### src/inc/acmc_pkg.sv
// shared constants for the auxiliary converter measure control
package acmc_pkg;
	// -----------------------------------------------------------------
	// register map
	// -----------------------------------------------------------------
	localparam logic [7:0]  CTRL_ONE_ADDR     = 8'h90;
	localparam logic [7:0]  CTRL_TWO_ADDR     = 8'h91;
	localparam logic [15:0] CTRL_ONE_RESET    = 16'h0000;
	localparam logic [15:0] CTRL_TWO_RESET    = 16'h0000;
	localparam logic [15:0] CTRL_ONE_RW_MASK  = 16'hD0FF;
	localparam logic [15:0] CTRL_TWO_RW_MASK  = 16'h0701;
	// -----------------------------------------------------------------
	// field positions
	// -----------------------------------------------------------------
	localparam int ENA_BIT      = 15;
	localparam int CTC_BIT      = 14;
	localparam int POLL_BIT     = 13;
	localparam int HIB_BIT      = 12;
	localparam int SEL_LSB      = 0;
	localparam int SEL_W        = 8;
	localparam int RATE_LSB     = 8;
	localparam int RATE_W       = 3;
	localparam int WAIT_BIT     = 0;
	localparam int SRC_W        = 3;
	// -----------------------------------------------------------------
	// timing
	// -----------------------------------------------------------------
	localparam int CLK_PERIOD_PS      = 5000;
	localparam longint BASE_TICK_PS   = 64'd3906250000;
	localparam int BASE_TICK_CYCLES   = int'(BASE_TICK_PS / CLK_PERIOD_PS);
	localparam int SLOWEST_TICKS      = 256;
	localparam int TICK_CNT_W         = 9;
	localparam int RATE_RESET         = 0;
endpackage

### src/inc/acmc_seq_if.sv
// handshake between the control word and the measurement sequencer
interface acmc_seq_if;
	logic                          start;
	logic                          abort;
	logic [acmc_pkg::SEL_W-1:0]    sel_mask;
	logic                          holdoff;
	logic                          conv_done;
	logic                          conv_start;
	logic [acmc_pkg::SRC_W-1:0]    conv_src;
	logic                          busy;
	logic                          set_done;
	modport ctrl (
		output start, abort, sel_mask, holdoff, conv_done,
		input  conv_start, conv_src, busy, set_done
	);
	modport seq (
		input  start, abort, sel_mask, holdoff, conv_done,
		output conv_start, conv_src, busy, set_done
	);
endinterface

### src/logic/acmc_sequencer.sv
// steps through the selected sources of one measurement set
module acmc_sequencer (
	input  wire logic   clk,     // system clock
	input  wire logic   rst_n,   // synchronised reset, active low
	acmc_seq_if.seq     sq       // control handshake
);
	typedef enum logic [2:0] {
		SQ_IDLE = 3'b001,
		SQ_SCAN = 3'b010,
		SQ_WAIT = 3'b100
	} acmc_sq_state_type;

	acmc_sq_state_type              state_ff;
	acmc_sq_state_type              nxt_state;
	logic [acmc_pkg::SEL_W-1:0]     left_ff;
	logic [acmc_pkg::SEL_W-1:0]     nxt_left;
	logic                           start_ff;
	logic [acmc_pkg::SRC_W-1:0]     src_ff;
	logic                           done_ff;
	logic [acmc_pkg::SRC_W-1:0]     low_idx;
	logic                           issue;
	logic                           finish;

	// lowest pending source is measured first
	function automatic logic [acmc_pkg::SRC_W-1:0] low_set(input logic [acmc_pkg::SEL_W-1:0] m);
		logic [acmc_pkg::SRC_W-1:0] r;
		r = '0;
		for (int i = acmc_pkg::SEL_W - 1; i >= 0; i--) begin
			if (m[i]) begin
				r = acmc_pkg::SRC_W'(i);
			end
		end
		return r;
	endfunction

	assign low_idx = low_set(left_ff);
	assign issue   = (state_ff == SQ_SCAN) && (left_ff != '0) && !sq.holdoff && !sq.abort;
	assign finish  = (state_ff == SQ_SCAN) && (left_ff == '0) && !sq.abort;

	always_comb begin
		nxt_state = state_ff;
		nxt_left  = left_ff;
		unique case (state_ff)
			SQ_IDLE: begin
				if (sq.start && !sq.abort) begin
					nxt_state = SQ_SCAN;
					nxt_left  = sq.sel_mask;
				end
			end
			SQ_SCAN: begin
				if (finish) begin
					nxt_state = SQ_IDLE;
				end else if (issue) begin
					nxt_state = SQ_WAIT;
					nxt_left  = left_ff & ~(acmc_pkg::SEL_W'(1) << low_idx);
				end
			end
			SQ_WAIT: begin
				if (sq.conv_done) begin
					nxt_state = SQ_SCAN;
				end
			end
			default: begin
				nxt_state = SQ_IDLE;
			end
		endcase
		if (sq.abort) begin
			nxt_state = SQ_IDLE;
			nxt_left  = '0;
		end
	end

	always_ff @(posedge clk or negedge rst_n) begin
		if (!rst_n) begin
			state_ff <= SQ_IDLE;
			left_ff  <= '0;
			start_ff <= 1'b0;
			src_ff   <= '0;
			done_ff  <= 1'b0;
		end else begin
			state_ff <= nxt_state;
			left_ff  <= nxt_left;
			start_ff <= issue;
			src_ff   <= issue ? low_idx : src_ff;
			done_ff  <= finish;
		end
	end

	assign sq.conv_start = start_ff;
	assign sq.conv_src   = src_ff;
	assign sq.set_done   = done_ff;
	assign sq.busy       = (state_ff != SQ_IDLE);
endmodule

### src/logic/acmc_top.sv
// control word and scheduling for the auxiliary measure converter
module acmc_top #(
	parameter int BASE_TICK_CYC = acmc_pkg::BASE_TICK_CYCLES  // cycles per 256 Hz tick
) (
	input  wire logic        CLK,          // 200 MHz clock
	input  wire logic        RESET_N,      // asynchronous reset, active low
	input  wire logic        SM_RESET,     // state machine reset pulse
	input  wire logic        HIBERNATE,    // device is in hibernate, level
	input  wire logic [7:0]  REG_ADDR,     // register address
	input  wire logic [15:0] REG_WDATA,    // register write data
	input  wire logic        REG_WR,       // write strobe
	input  wire logic        REG_RD,       // read strobe
	input  wire logic        CONV_DONE,    // conversion finished pulse
	input  wire logic        RESULT_READ,  // result was read pulse
	output logic [15:0]      REG_RDATA,    // read data, one cycle after strobe
	output logic             CONV_ENABLE,  // converter powered
	output logic             CONV_START,   // start one conversion pulse
	output logic [2:0]       CONV_SRC,     // source of the conversion
	output logic             SET_BUSY      // measurement set running
);
	// -----------------------------------------------------------------
	// reset release
	// -----------------------------------------------------------------
	logic [1:0] rst_sync_ff;
	logic       rst_n;

	always_ff @(posedge CLK or negedge RESET_N) begin
		if (!RESET_N) begin
			rst_sync_ff <= 2'b00;
		end else begin
			rst_sync_ff <= {rst_sync_ff[0], 1'b1};
		end
	end

	assign rst_n = rst_sync_ff[1];

	// -----------------------------------------------------------------
	// control words
	// -----------------------------------------------------------------
	logic [15:0] ctrl_one_ff;
	logic [15:0] nxt_ctrl_one;
	logic [15:0] ctrl_two_ff;
	logic [15:0] nxt_ctrl_two;
	logic        wr_one;
	logic        wr_two;
	logic        rd_one;
	logic        rd_two;
	logic        poll_set;
	logic        poll_clr;
	logic        converter_enable;
	logic        continuous_mode_select;
	logic        poll_trigger;
	logic        hibernate_disable_select;
	logic [7:0]  source_mask;
	logic [2:0]  continuous_rate_code;
	logic        result_read_holdoff;

	assign wr_one = REG_WR && (REG_ADDR == acmc_pkg::CTRL_ONE_ADDR);
	assign wr_two = REG_WR && (REG_ADDR == acmc_pkg::CTRL_TWO_ADDR);
	assign rd_one = REG_RD && (REG_ADDR == acmc_pkg::CTRL_ONE_ADDR);
	assign rd_two = REG_RD && (REG_ADDR == acmc_pkg::CTRL_TWO_ADDR);

	assign converter_enable         = ctrl_one_ff[acmc_pkg::ENA_BIT];
	assign continuous_mode_select   = ctrl_one_ff[acmc_pkg::CTC_BIT];
	assign poll_trigger             = ctrl_one_ff[acmc_pkg::POLL_BIT];
	assign hibernate_disable_select = ctrl_one_ff[acmc_pkg::HIB_BIT];
	assign source_mask              = ctrl_one_ff[acmc_pkg::SEL_LSB +: acmc_pkg::SEL_W];
	assign continuous_rate_code     = ctrl_two_ff[acmc_pkg::RATE_LSB +: acmc_pkg::RATE_W];
	assign result_read_holdoff      = ctrl_two_ff[acmc_pkg::WAIT_BIT];

	// poll request only counts when written as one in polling mode
	assign poll_set = wr_one && REG_WDATA[acmc_pkg::POLL_BIT]
		&& !REG_WDATA[acmc_pkg::CTC_BIT];

	// -----------------------------------------------------------------
	// effective enable and scheduling
	// -----------------------------------------------------------------
	logic run_ok;
	logic poll_go;
	logic cont_go;
	logic seq_busy;
	logic seq_done;
	logic poll_run_ff;

	// hibernate with the disable select forces the converter off
	assign run_ok = converter_enable && !(HIBERNATE && hibernate_disable_select);

	assign poll_go = run_ok && !continuous_mode_select && poll_trigger
		&& !seq_busy && !poll_run_ff;

	// trigger clears when its set ends, or when the converter stops or continuous mode is selected under it
	assign poll_clr = (poll_run_ff && seq_done)
		|| (poll_trigger && (!run_ok || continuous_mode_select));

	always_comb begin
		nxt_ctrl_one = ctrl_one_ff;
		if (wr_one) begin
			nxt_ctrl_one = (REG_WDATA & acmc_pkg::CTRL_ONE_RW_MASK)
				| (ctrl_one_ff & (16'h0001 << acmc_pkg::POLL_BIT));
			nxt_ctrl_one[acmc_pkg::POLL_BIT] = poll_trigger;
		end
		if (poll_clr) begin
			nxt_ctrl_one[acmc_pkg::POLL_BIT] = 1'b0;
		end
		if (poll_set) begin
			nxt_ctrl_one[acmc_pkg::POLL_BIT] = 1'b1;
		end
		if (SM_RESET) begin
			nxt_ctrl_one = acmc_pkg::CTRL_ONE_RESET;
		end
	end

	always_comb begin
		nxt_ctrl_two = ctrl_two_ff;
		if (wr_two) begin
			nxt_ctrl_two = REG_WDATA & acmc_pkg::CTRL_TWO_RW_MASK;
		end
		if (SM_RESET) begin
			nxt_ctrl_two = acmc_pkg::CTRL_TWO_RESET;
		end
	end

	always_ff @(posedge CLK or negedge rst_n) begin
		if (!rst_n) begin
			ctrl_one_ff <= acmc_pkg::CTRL_ONE_RESET;
			ctrl_two_ff <= acmc_pkg::CTRL_TWO_RESET;
		end else begin
			ctrl_one_ff <= nxt_ctrl_one;
			ctrl_two_ff <= nxt_ctrl_two;
		end
	end

	// -----------------------------------------------------------------
	// base tick divider, 256 Hz
	// -----------------------------------------------------------------
	logic [31:0] div_ff;
	logic        base_tick;

	assign base_tick = (div_ff == 32'(BASE_TICK_CYC - 1));

	always_ff @(posedge CLK or negedge rst_n) begin
		if (!rst_n) begin
			div_ff <= 32'h0000_0000;
		end else if (!run_ok || base_tick) begin
			div_ff <= 32'h0000_0000;
		end else begin
			div_ff <= div_ff + 32'h0000_0001;
		end
	end

	// -----------------------------------------------------------------
	// continuous rate
	// -----------------------------------------------------------------
	logic [acmc_pkg::TICK_CNT_W-1:0] tick_cnt_ff;
	logic [acmc_pkg::TICK_CNT_W-1:0] period_ticks;
	logic                            period_end;
	logic                            cont_active;

	// codes give 1 Hz, then 4 Hz doubling up to 256 Hz
	function automatic logic [acmc_pkg::TICK_CNT_W-1:0] ticks_of(input logic [2:0] code);
		logic [acmc_pkg::TICK_CNT_W-1:0] t;
		t = acmc_pkg::TICK_CNT_W'(acmc_pkg::SLOWEST_TICKS);
		if (code != 3'h0) begin
			t = t >> ({1'b0, code} + 4'h1);
		end
		return t;
	endfunction

	assign period_ticks = ticks_of(continuous_rate_code);
	assign cont_active  = run_ok && continuous_mode_select;
	assign period_end   = base_tick && (tick_cnt_ff >= period_ticks - 9'h001);

	// a period that ends while a set still runs is skipped
	assign cont_go = cont_active && period_end && !seq_busy;

	always_ff @(posedge CLK or negedge rst_n) begin
		if (!rst_n) begin
			tick_cnt_ff <= '0;
		end else if (!cont_active || period_end) begin
			tick_cnt_ff <= '0;
		end else if (base_tick) begin
			tick_cnt_ff <= tick_cnt_ff + 9'h001;
		end
	end

	// -----------------------------------------------------------------
	// result hold-off
	// -----------------------------------------------------------------
	logic unread_ff;

	// a new result wins over a read in the same cycle
	always_ff @(posedge CLK or negedge rst_n) begin
		if (!rst_n) begin
			unread_ff <= 1'b0;
		end else if (CONV_DONE) begin
			unread_ff <= 1'b1;
		end else if (RESULT_READ || SM_RESET) begin
			unread_ff <= 1'b0;
		end
	end

	// -----------------------------------------------------------------
	// sequencer
	// -----------------------------------------------------------------
	acmc_seq_if sq_if ();

	assign sq_if.start     = poll_go || cont_go;
	assign sq_if.abort     = !run_ok || SM_RESET;
	assign sq_if.sel_mask  = source_mask;
	assign sq_if.holdoff   = result_read_holdoff && unread_ff;
	assign sq_if.conv_done = CONV_DONE;
	assign seq_busy        = sq_if.busy;
	assign seq_done        = sq_if.set_done;

	acmc_sequencer u_seq (
		.clk   (CLK),
		.rst_n (rst_n),
		.sq    (sq_if.seq)
	);

	always_ff @(posedge CLK or negedge rst_n) begin
		if (!rst_n) begin
			poll_run_ff <= 1'b0;
		end else if (poll_go) begin
			poll_run_ff <= 1'b1;
		end else if (seq_done || sq_if.abort) begin
			poll_run_ff <= 1'b0;
		end
	end

	// -----------------------------------------------------------------
	// outputs
	// -----------------------------------------------------------------
	logic [15:0] rd_mux;

	assign rd_mux = rd_one ? ctrl_one_ff : (rd_two ? ctrl_two_ff : 16'h0000);

	always_ff @(posedge CLK or negedge rst_n) begin
		if (!rst_n) begin
			REG_RDATA   <= 16'h0000;
			CONV_ENABLE <= 1'b0;
			CONV_START  <= 1'b0;
			CONV_SRC    <= 3'h0;
			SET_BUSY    <= 1'b0;
		end else begin
			REG_RDATA   <= (REG_RD) ? rd_mux : REG_RDATA;
			CONV_ENABLE <= run_ok;
			CONV_START  <= sq_if.conv_start;
			CONV_SRC    <= sq_if.conv_src;
			SET_BUSY    <= seq_busy;
		end
	end
endmodule

### config.mk
export PLATFORM = sky130hd
export DESIGN_NAME = acmc_top
export DESIGN_NICKNAME = d
export VERILOG_FILES = /design/src/inc/acmc_pkg.sv /design/src/inc/acmc_seq_if.sv /design/src/logic/acmc_sequencer.sv /design/src/logic/acmc_top.sv
export SDC_FILE = /design/constraint.sdc
export NUM_CORES = 1
export LEC_CHECK = 0
export BUFFER_PORTS_ARGS = -buffer_cell sky130_fd_sc_hd__buf_2
export CORE_ASPECT_RATIO = 1.1
export CORE_MARGIN = 2
export CORE_UTILIZATION = 25
export CTS_CLUSTER_DIAMETER = 60
export CTS_CLUSTER_SIZE = 8
export DETAILED_ROUTE_END_ITERATION = 12
export SLEW_MARGIN = 20
export SYNTH_ARGS = -nofsm -noshare
export SYNTH_HDL_FRONTEND = slang
export SYNTH_SLANG_ARGS = --single-unit
### constraint.sdc
create_clock -name CLK -period 4.01 [get_ports CLK]
set_input_delay 0.802 -clock CLK [delete_from_list [all_inputs] [get_ports CLK]]
set_output_delay 0.802 -clock CLK [all_outputs]
set_load 0.01 [all_outputs]
After elaboration in Yosys (flattened, before gate mapping)
Index checks and enable logic that the tools add are counted.
{ "word_totals": {"regBits": 115, "in_bits": 32, "out_inout_bits": 22, "word_cells": 129} }
{ "classes": {"n_addsub": 4, "magnitude_cmp": 1, "eq_ne": 12, "shifts": 2, "n_mux": 35, "bitwise_logic": 3, "n_reduce_logical": 54} }
{ "op_table": {"columns": ["operator", "count"], "rows": [
  ["$mux 16", 6],
  ["$mux 3", 13],
  ["$add 32x1->32 const B", 1],
  ["$eq 32x20->1 const B", 1],
  ["$mux 32", 1],
  ["$mux 8", 4],
  ["$mux 9", 3],
  ["$logic_and 1x1->1", 25],
  ["$eq 8x8->1 const B", 2],
  ["$or 16x14->16", 1],
  ["$pmux 8 s2", 1],
  ["$reduce_bool 2->1", 5],
  ["$add 9x1->9 const B", 1],
  ["$ge 9x9->1", 1],
  ["$logic_not 1->1", 9],
  ["$pmux 3 s3", 1],
  ["$reduce_bool 3->1", 3],
  ["$shr 9x4->9 const A", 1],
  ["$sub 9x1->9 const B", 1],
  ["$and 8x8->8", 1],
  ["$logic_not 8->1", 1],
  ["$logic_or 1x1->1", 8],
  ["$not 8->8", 1],
  ["$reduce_bool 8->1", 1],
  ["other kinds (12)", 19]
]} }

Depth between registers and ports, before layout
Gate-level depths: netlist (run 1).
{ "logic_depth": {"depth_word": 15, "ltp_mapped": 16, "mapped_depth_nobuf": 14} }

Hierarchy
A second synthesis (run 1) with hierarchy kept.
{ "unflattened": {"hier_cells": 519, "hier_area_um2": 5022.3} }
{ "modules_own_cells": {"columns": ["module", "instances", "cells_per_inst", "area_per_inst_um2", "seq_area_each_um2"], "rows": [
  ["acmc_top", 1, 421, 4087.7, 2052.0],
  ["acmc_sequencer", 1, 98, 934.6, 401.6]
]} }

Worst setup path after synthesis (run 1)
OpenSTA, ideal clock, no wires.
{ "synth_path": {"kind": "reg2reg", "startpoint": "register ctrl_two_ff[10]", "endpoint": "register u_seq.left_ff[4] in the netlist's numbering", "setup_time_ns": 0.122, "arrival_time_ns": 2.676, "required_time_ns": 3.888, "setup_slack_ns": 1.213, "path_stages_with_launch": 17, "path_buffers": 2, "period_less_slack_ns": 2.797, "cell_sequence": "dfrtp_1 -> clkbuf_1 -> nand3_1 -> ha_1 -> inv_1 -> nand2_1 -> o21ai_0 -> a21oi_1 -> ha_1 -> nand2_1 -> nor2_1 -> a211oi_1 -> o21ai_1 -> buf_2 -> a21oi_2 -> nor2_2 -> a32o_1"} }
{ "synth_via": {"elab_chain_len": 12, "elab_cells_between_ends": 13, "classes_between": "add/sub (2); order compare (1); eq/ne (1); shift (1); mux (1); reduce/logical (7)"} }
{ "synth_lines": {"columns": ["item", "line", "source"], "rows": [
  ["start, declared", "acmc_top.sv:42", "logic [15:0] ctrl_two_ff;"],
  ["start signal, assigned", "acmc_top.sv:126", "ctrl_two_ff <= acmc_pkg::CTRL_TWO_RESET;"],
  ["start signal, assigned", "acmc_top.sv:129", "ctrl_two_ff <= nxt_ctrl_two;"],
  ["$add 3x1->4", "acmc_top.sv:164", "t = t >> ({1'b0, code} + 4'h1);"],
  ["$shr 9x4->9", "acmc_top.sv:164", null],
  ["$mux 9 (*)", "acmc_top.sv:163", "if (code != 3'h0) begin"],
  ["$sub 9x1->9 (*)", "acmc_top.sv:171", "assign period_end = base_tick && (tick_cnt_ff >= period_ticks - 9'h001);"],
  ["$ge 9x9->1 (*)", "acmc_top.sv:171", null],
  ["$logic_and 1x1->1 (*)", "acmc_top.sv:171", null],
  ["$logic_and 1x1->1 (*) (2 in series)", "acmc_top.sv:174", "assign cont_go = cont_active && period_end && !seq_busy;"],
  ["$logic_or 1x1->1 (*)", "acmc_top.sv:207", "assign sq_if.start = poll_go || cont_go;"],
  ["$logic_and 1x1->1 (*)", "acmc_sequencer.sv:45", "if (sq.start && !sq.abort) begin"],
  ["$ne 3x2->1 (no line) (*)", null, null],
  ["$reduce_and 4->1 (no line) (*)", null, null],
  ["end signal, assigned", "acmc_sequencer.sv:82", "left_ff <= nxt_left;"],
  ["end, declared", "acmc_sequencer.sv:15", "logic [acmc_pkg::SEL_W-1:0] left_ff;"]
]} }
Every way passes the cells marked *; elsewhere a longest branch is shown, timed or not.
A chain may end at the register's enable or synchronous reset.

Worst setup path in the final report (run 1)
Ends and elaborated chain as after synthesis.

==> results.yml, run 1 <==
timing:
  rsz0062_at_grt: "no"
  drv_slew: 0
  post-route-period-util_pct: 84.9
  tightestPinTransition_ns: 0.956
  final_hold_viol_count: 0
  max_freq_mhz: 294
  hold_ws_ns: 0.219
  clock-skew-final_ns: 0.00779
  setup_viol: 0
  max_slew_margin_pct: 36.0
  min_period_ns: 3.40
  fin_setup_tns_ns: 0
worst_setup_path:
  arrival_ns: 3.65
  cp.required_ns: 4.25
  r2r_cells: 14
  start_kind: "flip-flop"
  crit_chain: "nand3_1 > ha_1 > inv_1 > nand2_1 > o21ai_0 > a21oi_1 > ha_1 > nand2_1 > nor2_1 > a211oi_1 > o21ai_1 > a211o_2 > o211ai_1 > a32o_1"
  cp_max_fo: 12
  critPathMaxStageDelay_ns: 0.67
  criticalPathCategory: "flip-flop to flip-flop"
  crit_family: "compound AO/OA/AOI/OAI gates"
  crit_path_end_kind: "flip-flop"
  crit_path_top_delay_cell: "o21ai_1"
  crit_cells: 14
  cp_num_buf_inv: 1
drt:
  drt-wirelength-per-cell_um: 13.7
  vias_per_cell: 4.51
  drcViolationCount: 0
  first_pass_iters: 5
  num_vias: 3589
  dr.first_iter.drc_count: 190
  antenna_left: 0
  wl_um: 10900
layout:
  area_growth_pct: 16.2
  diodes: 0
  n_fill_cell: 1987
  layout_commonest_cell: "dfrtp_1"
  fin_nets: 589
  stdcell_count: 796
  final_area_um2: 5630
  fin_util_pct: 29.6
  layout-drive-gt1-share_pct: 17.1
  final_cell_mix: "96 x dfrtp_1, 66 x nor2_1, 51 x buf_2, 50 x nand2_1, 32 x o21ai_0"
floorplanning:
  io_pins: 54
  die_h_um: 150
  fp-row-count: 53
  dieArea_um2: 20500
  core_um2: 19000
  die_w_um: 137
  initial_core_util_pct: 25.5
global_route:
  grt_pass1_wl_um: 17700
  grt_remaining_overflow: 0
  grt_start_max_net_pins: 75
  antenna_found_initial: 0
  grt_usage_pct: 11.2
  first_global_vias: 3451
cts:
  ctsHtreeMaxLevel: 3
  path_clk_slew_ns: 0.07
  ctsRootBufferMaster: "clkbuf_16"
  cts_hold_buffers: 0
  clock_latency_ns: 0.35
  cts_tree: "done"
  cts_resized: 0
  numClockSinks: 98
  postCtsSetupBuffers: 0
  cts_buffer_depth: 2
  cts_buffers: 9
placement:
  place_inst: 780
  finalWeightedCongestion: 0.791
  place_area_um2: 5360
  portBuffers: 51
  place_hpwl_um: 7710
synth:
  synth-async-reset-ratio_pct: 100
  syn-num-nets: 541
  synth_seq_area_share_pct: 50.6
  ys_seq_elements: 98
  synth.distinct_cells: 59
  syn_avg_cell_area_um2: 9.77
  syn_inst: 496
  ys.flop_type: "dfrtp_1"
  yosysWarnings: 0
  synth_edf_count: 0
  synthesis.area_um2: 4840
pwr:
  power_density_nw_per_um2: 328
  irDropWorstVdd_mv: 0.251
  p_leak_uw: 0.00248
min_path:
  hp-class: "input pin to async pin"
run_status:
  status: "complete, no violations"
job:
  drv_cap: 0
-- worst register-to-register path: stages, from the launching register on --
cell      delay [ns]
dfrtp_1         0.53
nand3_1         0.17
ha_1            0.28
inv_1           0.12
nand2_1         0.06
o21ai_0         0.14
a21oi_1         0.10
ha_1            0.31
nand2_1         0.05
nor2_1          0.10
a211oi_1        0.06
o21ai_1         0.67
a211o_2         0.36
o211ai_1        0.12
a32o_1          0.22
-- where the power goes --
part | internal (uW) | leakage (uW) | switching, uW
logic | 13.5 | 0.000996 | 20.2
registers | 990 | 0.00136 | 15.0
clock network | 425 | 0.000128 | 382
total | 1430 | 0.00248 | 417
-- per-layer routing --
metal	routed length [um]	track usage, %	vias to the layer above
met4	166	4.06	0
met2	4980	16.7	56
met3	380	2.88	8
li1	-	-	1798
met1	5350	15.6	1727
met5	0	0	-
-- state kept, by name, indices dropped and copies added (netlist names), 2 cells and up --
signal and flops:
CONV_SRC 3, REG_RDATA 15, ctrl_one_ff 12, ctrl_two_ff 4, div_ff 32, rst_sync_ff 2, tick_cnt_ff 9, u_seq.left_ff 8
u_seq.sq.conv_src 3, u_seq.state_ff 3
-- synthesized netlist by cell type, types with 3 or more instances --
library cell	n	area (um^2)
nand2_1	50	188
nor3_1	4	20.0
nor4_1	5	31.3
clkbuf_1	11	41.3
nand2b_1	6	37.5
xnor2_1	10	87.6
nor3b_1	3	22.5
dfrtp_1	97	2430
inv_1	24	90.1
nand3b_1	10	75.1
buf_4	3	22.5
xor2_1	21	184
and3_1	9	56.3
mux2i_1	14	140
nand2_2	3	18.8
nand3_1	16	80.1
nor2b_1	4	25.0
and2_1	3	18.8
o211ai_1	4	30.0
o21ai_0	32	160
a21oi_1	22	110
nor2_2	5	31.3
nor2_1	66	248
or3_1	3	18.8
a211oi_1	3	22.5
ha_1	13	163
a22o_1	6	52.6
nand4_1	5	31.3
and4_1	4	35.0
-- metrics by stage --
step	power [uW]	setup slack (ns)
floorplan	1030	1.08
global placement	1060	0.595
detailed placement	1060	0.609
CTS	1880	0.577
global route	1920	0.157
finish	1850	0.606
-- cell families (layout without fill, tap and decap cells) --
group	after synthesis	count (layout)	synth area share, %
AND/OR/NAND/NOR	212	212	22.8
flip-flops	98	98	50.6
AO/OA/AOI/OAI	85	85	11.1
buffers and inverters	41	94	3.43
XOR/XNOR	31	31	5.60
multiplexers	14	14	2.89
adder cells (fa/ha/maj)	13	13	3.36
other	2	2	0.155
-- layout make-up --
type / count / area, um^2 / area share (%)
clock buffer: 11 / 233 / 4.14
clock inverter: 5 / 40.0 / 0.711
inverter: 25 / 93.8 / 1.67
multi-input combinational: 357 / 2220 / 39.5
sequential: 98 / 2460 / 43.7
tap: 247 / 309 / 5.49
timing repair buffer: 53 / 270 / 4.80
-- path summary, 6_finish.rpt --
path	slack [ns]	to	start
max	0.61	u_seq.left_ff[4]	ctrl_two_ff[10]
min	0.22	rst_sync_ff[1]	RESET_N
max reg2reg	0.61	u_seq.left_ff[4]	ctrl_two_ff[10]
min reg2reg	0.35	rst_sync_ff[1]	rst_sync_ff[0]
max in group asynchronous	2.67	div_ff[15]	rst_sync_ff[1]
min in group CLK	0.35	rst_sync_ff[1]	rst_sync_ff[0]
(Power assumes the default switching activity.)
==> run 2: changes to the inputs <==
Clock period 4.01 ns to 3.2 ns, I/O delays scaled along.
==> run 2 against run 1 <==
  * Clock power up 35%
  * Setup slack worse by 0.26 ns
  * Power up 30%
  * Sequential share of layout area down 0.66 points
  * Register-to-register slack worse by 0.26 ns
  * First-iteration DRC count down 16%
  * Utilization up 0.45 points
  * Count of clock-buffer cells in the layout down 1
  * Via count up 1.4%
  * Die area unchanged
  * Maximum frequency up 19%
  * Combinational power up 38%
  * Critical path type unchanged
==> results.yml, run 2 (synthesized netlist as in run 1, its figures left out) <==
worst_setup_path:
  criticalPathCategory: "flip-flop to flip-flop"
  crit_family: "compound AO/OA/AOI/OAI gates"
  arrival_ns: 3.10
  crit_path_end_kind: "flip-flop"
  cp_num_buf_inv: 1
  cp.required_ns: 3.44
  r2r-start: "ctrl_two_ff[8]"
  crit_path_top_delay_cell: "dfrtp_1"
  start_kind: "flip-flop"
  cp_max_fo: 9
  r2r_slack_ns: 0.35
  critPathMaxStageDelay_ns: 0.39
  crit_chain: "nand3b_1 > ha_1 > inv_1 > nand2_1 > o21ai_0 > a21oi_1 > ha_1 > nand2_1 > nor2_1 > a211oi_1 > o21ai_1 > a211o_2 > o211ai_1 > a32o_1"
  reg2reg_to: "u_seq.left_ff[4]"
  r2r_cells: 14
floorplanning:
  die_w_um: 137
  die_h_um: 150
  io_pins: 54
  dieArea_um2: 20500
  core_um2: 19000
  fp-row-count: 53
  initial_core_util_pct: 25.5
timing:
  post-route-period-util_pct: 89.2
  setup_viol: 0
  tightestPinTransition_ns: 0.819
  max_freq_mhz: 350
  final_hold_viol_count: 0
  rsz0062_at_grt: "no"
  drv_slew: 0
  fin_setup_tns_ns: 0
  clock-skew-final_ns: 0.00961
  min_period_ns: 2.85
  hold_ws_ns: 0.0580
  max_slew_margin_pct: 45.4
drt:
  vias_per_cell: 4.53
  wl_um: 10900
  drcViolationCount: 0
  antenna_left: 0
  first_pass_iters: 4
  drt-wirelength-per-cell_um: 13.6
  num_vias: 3638
  dr.first_iter.drc_count: 159
layout:
  diodes: 0
  fin_nets: 596
  top_regs: "div_ff x32, REG_RDATA x15, ctrl_one_ff x12"
  layout-drive-gt1-share_pct: 18.3
  regMostFlops: "div_ff"
  final_area_um2: 5710
  fin_util_pct: 30.0
  layout_commonest_cell: "dfrtp_1"
  final_cell_mix: "96 x dfrtp_1, 66 x nor2_1, 51 x buf_2, 50 x nand2_1, 32 x o21ai_0"
  area_growth_pct: 17.9
  largest_reg_flops: 32
placement:
  portBuffers: 51
  finalWeightedCongestion: 0.838
  place_area_um2: 5420
  place_hpwl_um: 7770
pwr:
  p_leak_uw: 0.00254
  power_density_nw_per_um2: 419
  irDropWorstVdd_mv: 0.301
cts:
  postCtsSetupBuffers: 0
  path_clk_slew_ns: 0.07
  cts_buffers: 9
  numClockSinks: 98
  cts_buffer_depth: 2
  cts_resized: 0
  ctsHtreeMaxLevel: 3
  ctsRootBufferMaster: "clkbuf_16"
  clock_latency_ns: 0.35
  cts_hold_buffers: 0
  cts_tree: "done"
job:
  drv_cap: 0
global_route:
  first_global_vias: 3604
  antenna_found_initial: 0
  grt_pass1_wl_um: 18800
  grt_remaining_overflow: 0
  grt_start_max_net_pins: 63
  grt_usage_pct: 11.8
run_status:
  status: "complete, no violations"
min_path:
  hp-class: "input pin to async pin"
==> run 2: where the power goes <==
part / internal (uW) / switching, uW
clock: 608 / 481
sequential: 1240 / 16.2
combinational: 17.9 / 28.4
==> run 2: worst max path at each step <==
| stage | end | slack, ns | cells past startpoint | startpoint |
|---|---|---|---|---|
| 2_1_floorplan | CONV_ENABLE | 0.27 | 0 | rst_sync_ff[1] |
| 3_3_place_gp | u_seq.state_ff[1] | 0.39 | 13 | ctrl_two_ff[8] |
| 3_5_place_dp | u_seq.left_ff[4] | 0.39 | 14 | ctrl_two_ff[8] |
| 4_1_cts | u_seq.left_ff[4] | 0.35 | 14 | ctrl_two_ff[8] |
| 5_1_grt | u_seq.left_ff[4] | 0.06 | 14 | ctrl_two_ff[8] |
| 6_report | u_seq.left_ff[4] | 0.35 | 14 | ctrl_two_ff[8] |
==> run 2: per-layer routing <==
layer | GRT usage, % | vias to the layer above | part of all wire [%]
met2 | 17.3 | 56 | 45
met3 | 2.44 | 10 | 3.4
li1 | - | 1810 | -
met5 | 0 | - | 0
met4 | 4.53 | 0 | 1.4
met1 | 16.9 | 1762 | 50
==> run 2: cell type report <==
type                    count  area, um^2
inverters                  25        93.8
flip-flops and latches     98        2460
multi-input cells         357        2220
clock inverters             6        65.1
clock buffers              10         229
well taps                 247         309
fillers                  1995       13300
repair buffers             60         335
==> run 2: worst reg2reg max path, stage by stage, from the launching register on <==
cell      delay [ns]
dfrtp_1         0.39
nand3b_1        0.17
ha_1            0.27
inv_1           0.12
nand2_1         0.06
o21ai_0         0.13
a21oi_1         0.09
ha_1            0.30
nand2_1         0.05
nor2_1          0.11
a211oi_1        0.06
o21ai_1         0.34
a211o_2         0.31
o211ai_1        0.13
a32o_1          0.22
==> run 2: stage by stage <==
stage | power [uW] | setup WS [ns] | instances
floorplan | 1290 | 0.270 | 496
global route | 2490 | 0.0581 | 803
finish | 2390 | 0.346 | 803
detailed placement | 1330 | 0.388 | 787
CTS | 2430 | 0.355 | 803
global placement | 1330 | 0.393 | 787
==> run 3: changes to the inputs <==
Settings changed: SETUP_SLACK_MARGIN set to 0.5.
Clock period 3.2 ns to 3.65 ns, I/O delays scaled along.
==> run 3 against run 2 <==
  * Power decreased by 12%
  * Combinational power about the same
  * Final cell count decreased by 0.12%
  * Register-to-register slack improved by 0.38 ns
==> results.yml, run 3 (synthesized netlist as in run 1, its figures left out) <==
run_status:
  status: "complete, no violations"
timing:
  drv_slew: 0
  clock-skew-final_ns: 0.00946
  post-route-period-util_pct: 80.1
  tightestPinTransition_ns: 0.654
  max_slew_margin_pct: 56.0
  fin_ws_ns: 0.726
  setup_viol: 0
  fin_setup_tns_ns: 0
  hold_ws_ns: 0.153
  max_freq_mhz: 342
  min_period_ns: 2.92
  final_hold_viol_count: 0
  rsz0062_at_grt: "no"
pwr:
  intPower_uw: 1640
  power_uw: 2100
  switching_share_pct: 22.1
  power_density_nw_per_um2: 368
  combPwrFrac_pct: 2.2
  clkPwrFrac_pct: 45.6
  p_sw_uw: 464
  seqPwrFrac_pct: 52.2
  irDropWorstVdd_mv: 0.309
  p_leak_uw: 0.00253
drt:
  drt-wirelength-per-cell_um: 13.6
  drcViolationCount: 0
  wl_um: 10900
  num_vias: 3624
  dr.first_iter.drc_count: 187
  antenna_left: 0
  vias_per_cell: 4.52
  first_pass_iters: 4
worst_setup_path:
  start_kind: "flip-flop"
  reg2reg_to: "u_seq.left_ff[2]"
  crit_chain: "nand3b_1 > ha_1 > inv_1 > nand2_1 > o21ai_0 > a21oi_1 > ha_1 > nand2_1 > nor2_1 > a211oi_1 > o21ai_2 > a211o_2 > o211ai_1 > a22o_1"
  cp.required_ns: 3.94
  crit_family: "compound AO/OA/AOI/OAI gates"
  r2r-start: "ctrl_two_ff[8]"
  critPathMaxStageDelay_ns: 0.47
  arrival_ns: 3.22
  criticalPathCategory: "flip-flop to flip-flop"
  r2r_cells: 14
  cp_num_buf_inv: 1
  crit_path_top_delay_cell: "dfrtp_2"
  r2r_slack_ns: 0.73
  cp_max_fo: 9
  crit_path_end_kind: "flip-flop"
floorplanning:
  die_h_um: 150
  dieArea_um2: 20500
  initial_core_util_pct: 25.5
  fp-row-count: 53
  io_pins: 54
  die_w_um: 137
  core_um2: 19000
cts:
  ctsHtreeMaxLevel: 3
  cts_tree: "done"
  clock_latency_ns: 0.35
  ctsRootBufferMaster: "clkbuf_16"
  numClockSinks: 98
  cts_buffer_depth: 2
  cts_buffers: 9
  path_clk_slew_ns: 0.07
layout:
  diodes: 0
  area_growth_pct: 17.7
  layout-drive-gt1-share_pct: 18.7
  final_area_um2: 5700
  n_fill_cell: 1992
  largest_reg_flops: 32
  final_cell_mix: "94 x dfrtp_1, 66 x nor2_1, 51 x buf_2, 50 x nand2_1, 32 x o21ai_0"
  layout_commonest_cell: "dfrtp_1"
  regMostFlops: "div_ff"
  fin_nets: 595
  top_regs: "div_ff x32, REG_RDATA x15, ctrl_one_ff x12"
global_route:
  first_global_vias: 3559
  grt_remaining_overflow: 0
  grt_start_max_net_pins: 35
  grt_usage_pct: 11.5
  antenna_found_initial: 0
  grt_pass1_wl_um: 18400
job:
  drv_cap: 0
placement:
  finalWeightedCongestion: 0.837
  place_area_um2: 5390
  portBuffers: 51
  dpl_worst_slack_ns: 0.254
  place_hpwl_um: 7900
min_path:
  hp-class: "input pin to async pin"
run 3: worst register-to-register path, cell delays in order, from the launching register on:
cell	delay [ns]
dfrtp_2	0.47
nand3b_1	0.19
ha_1	0.27
inv_1	0.12
nand2_1	0.06
o21ai_0	0.14
a21oi_1	0.09
ha_1	0.29
nand2_1	0.06
nor2_1	0.04
a211oi_1	0.28
o21ai_2	0.15
a211o_2	0.41
o211ai_1	0.15
a22o_1	0.15
run 3: timing repair:
item                                    in CTS  in global routing
hold endpoints to repair                     0                  0
gates resized for setup                      1                  2
hold buffers                                 0                  0
endpoints found under the setup margin       9                 17
buffers inserted                             0                  2
pin swaps                                    0                  1
run 3: how the worst max path moves through the flow:
stage / from / to / slack, ns / depth (start not counted)
after floorplan: rst_sync_ff[1] / CONV_ENABLE / 0.72 / 0
after global placement: ctrl_two_ff[8] / u_seq.left_ff[4] / 0.27 / 14
after detailed placement: ctrl_two_ff[9] / u_seq.left_ff[4] / 0.25 / 14
after CTS: ctrl_two_ff[8] / u_seq.left_ff[4] / 0.54 / 14
final: ctrl_two_ff[8] / u_seq.left_ff[2] / 0.73 / 14
after global routing: ctrl_two_ff[8] / u_seq.left_ff[1] / 0.51 / 14
run 3: area by class of cell:
cell class,count,area [um^2],share of cell area (%)
well taps,247,309,5.42
flip-flops and latches,98,2460,43.2
clock inverters,6,65.1,1.14
inverters,25,93.8,1.65
clock buffers,10,229,4.02
repair buffers,59,315,5.53
multi-input cells,357,2230,39.1
run 3: layer usage:
metal	routed length (um)	global-route usage, %
met1	5490	16.3
met2	4970	17.5
met3	357	2.37
met4	116	3.44
met5	0	0
run 3: through the flow:
| step | cells | utilization, % |
|---|---|---|
| 2_1_floorplan | 496 | - |
| 3_3_place_gp | 784 | 28.3 |
| 3_5_place_dp | 784 | 28.3 |
| 5_1_grt | 802 | 30.0 |
| 4_1_cts | 800 | 29.9 |
| 6_report | 802 | 30.0 |
run 3: power groups by stage:
stage	clock network, uW	registers, uW	logic [uW]
6_report	957	1100	46.6
3_3_place_gp	0	1120	48.3
5_1_grt	1020	1100	53.6
4_1_cts	982	1100	48.8
2_1_floorplan	0	1120	9.44
3_5_place_dp	0	1120	48.7
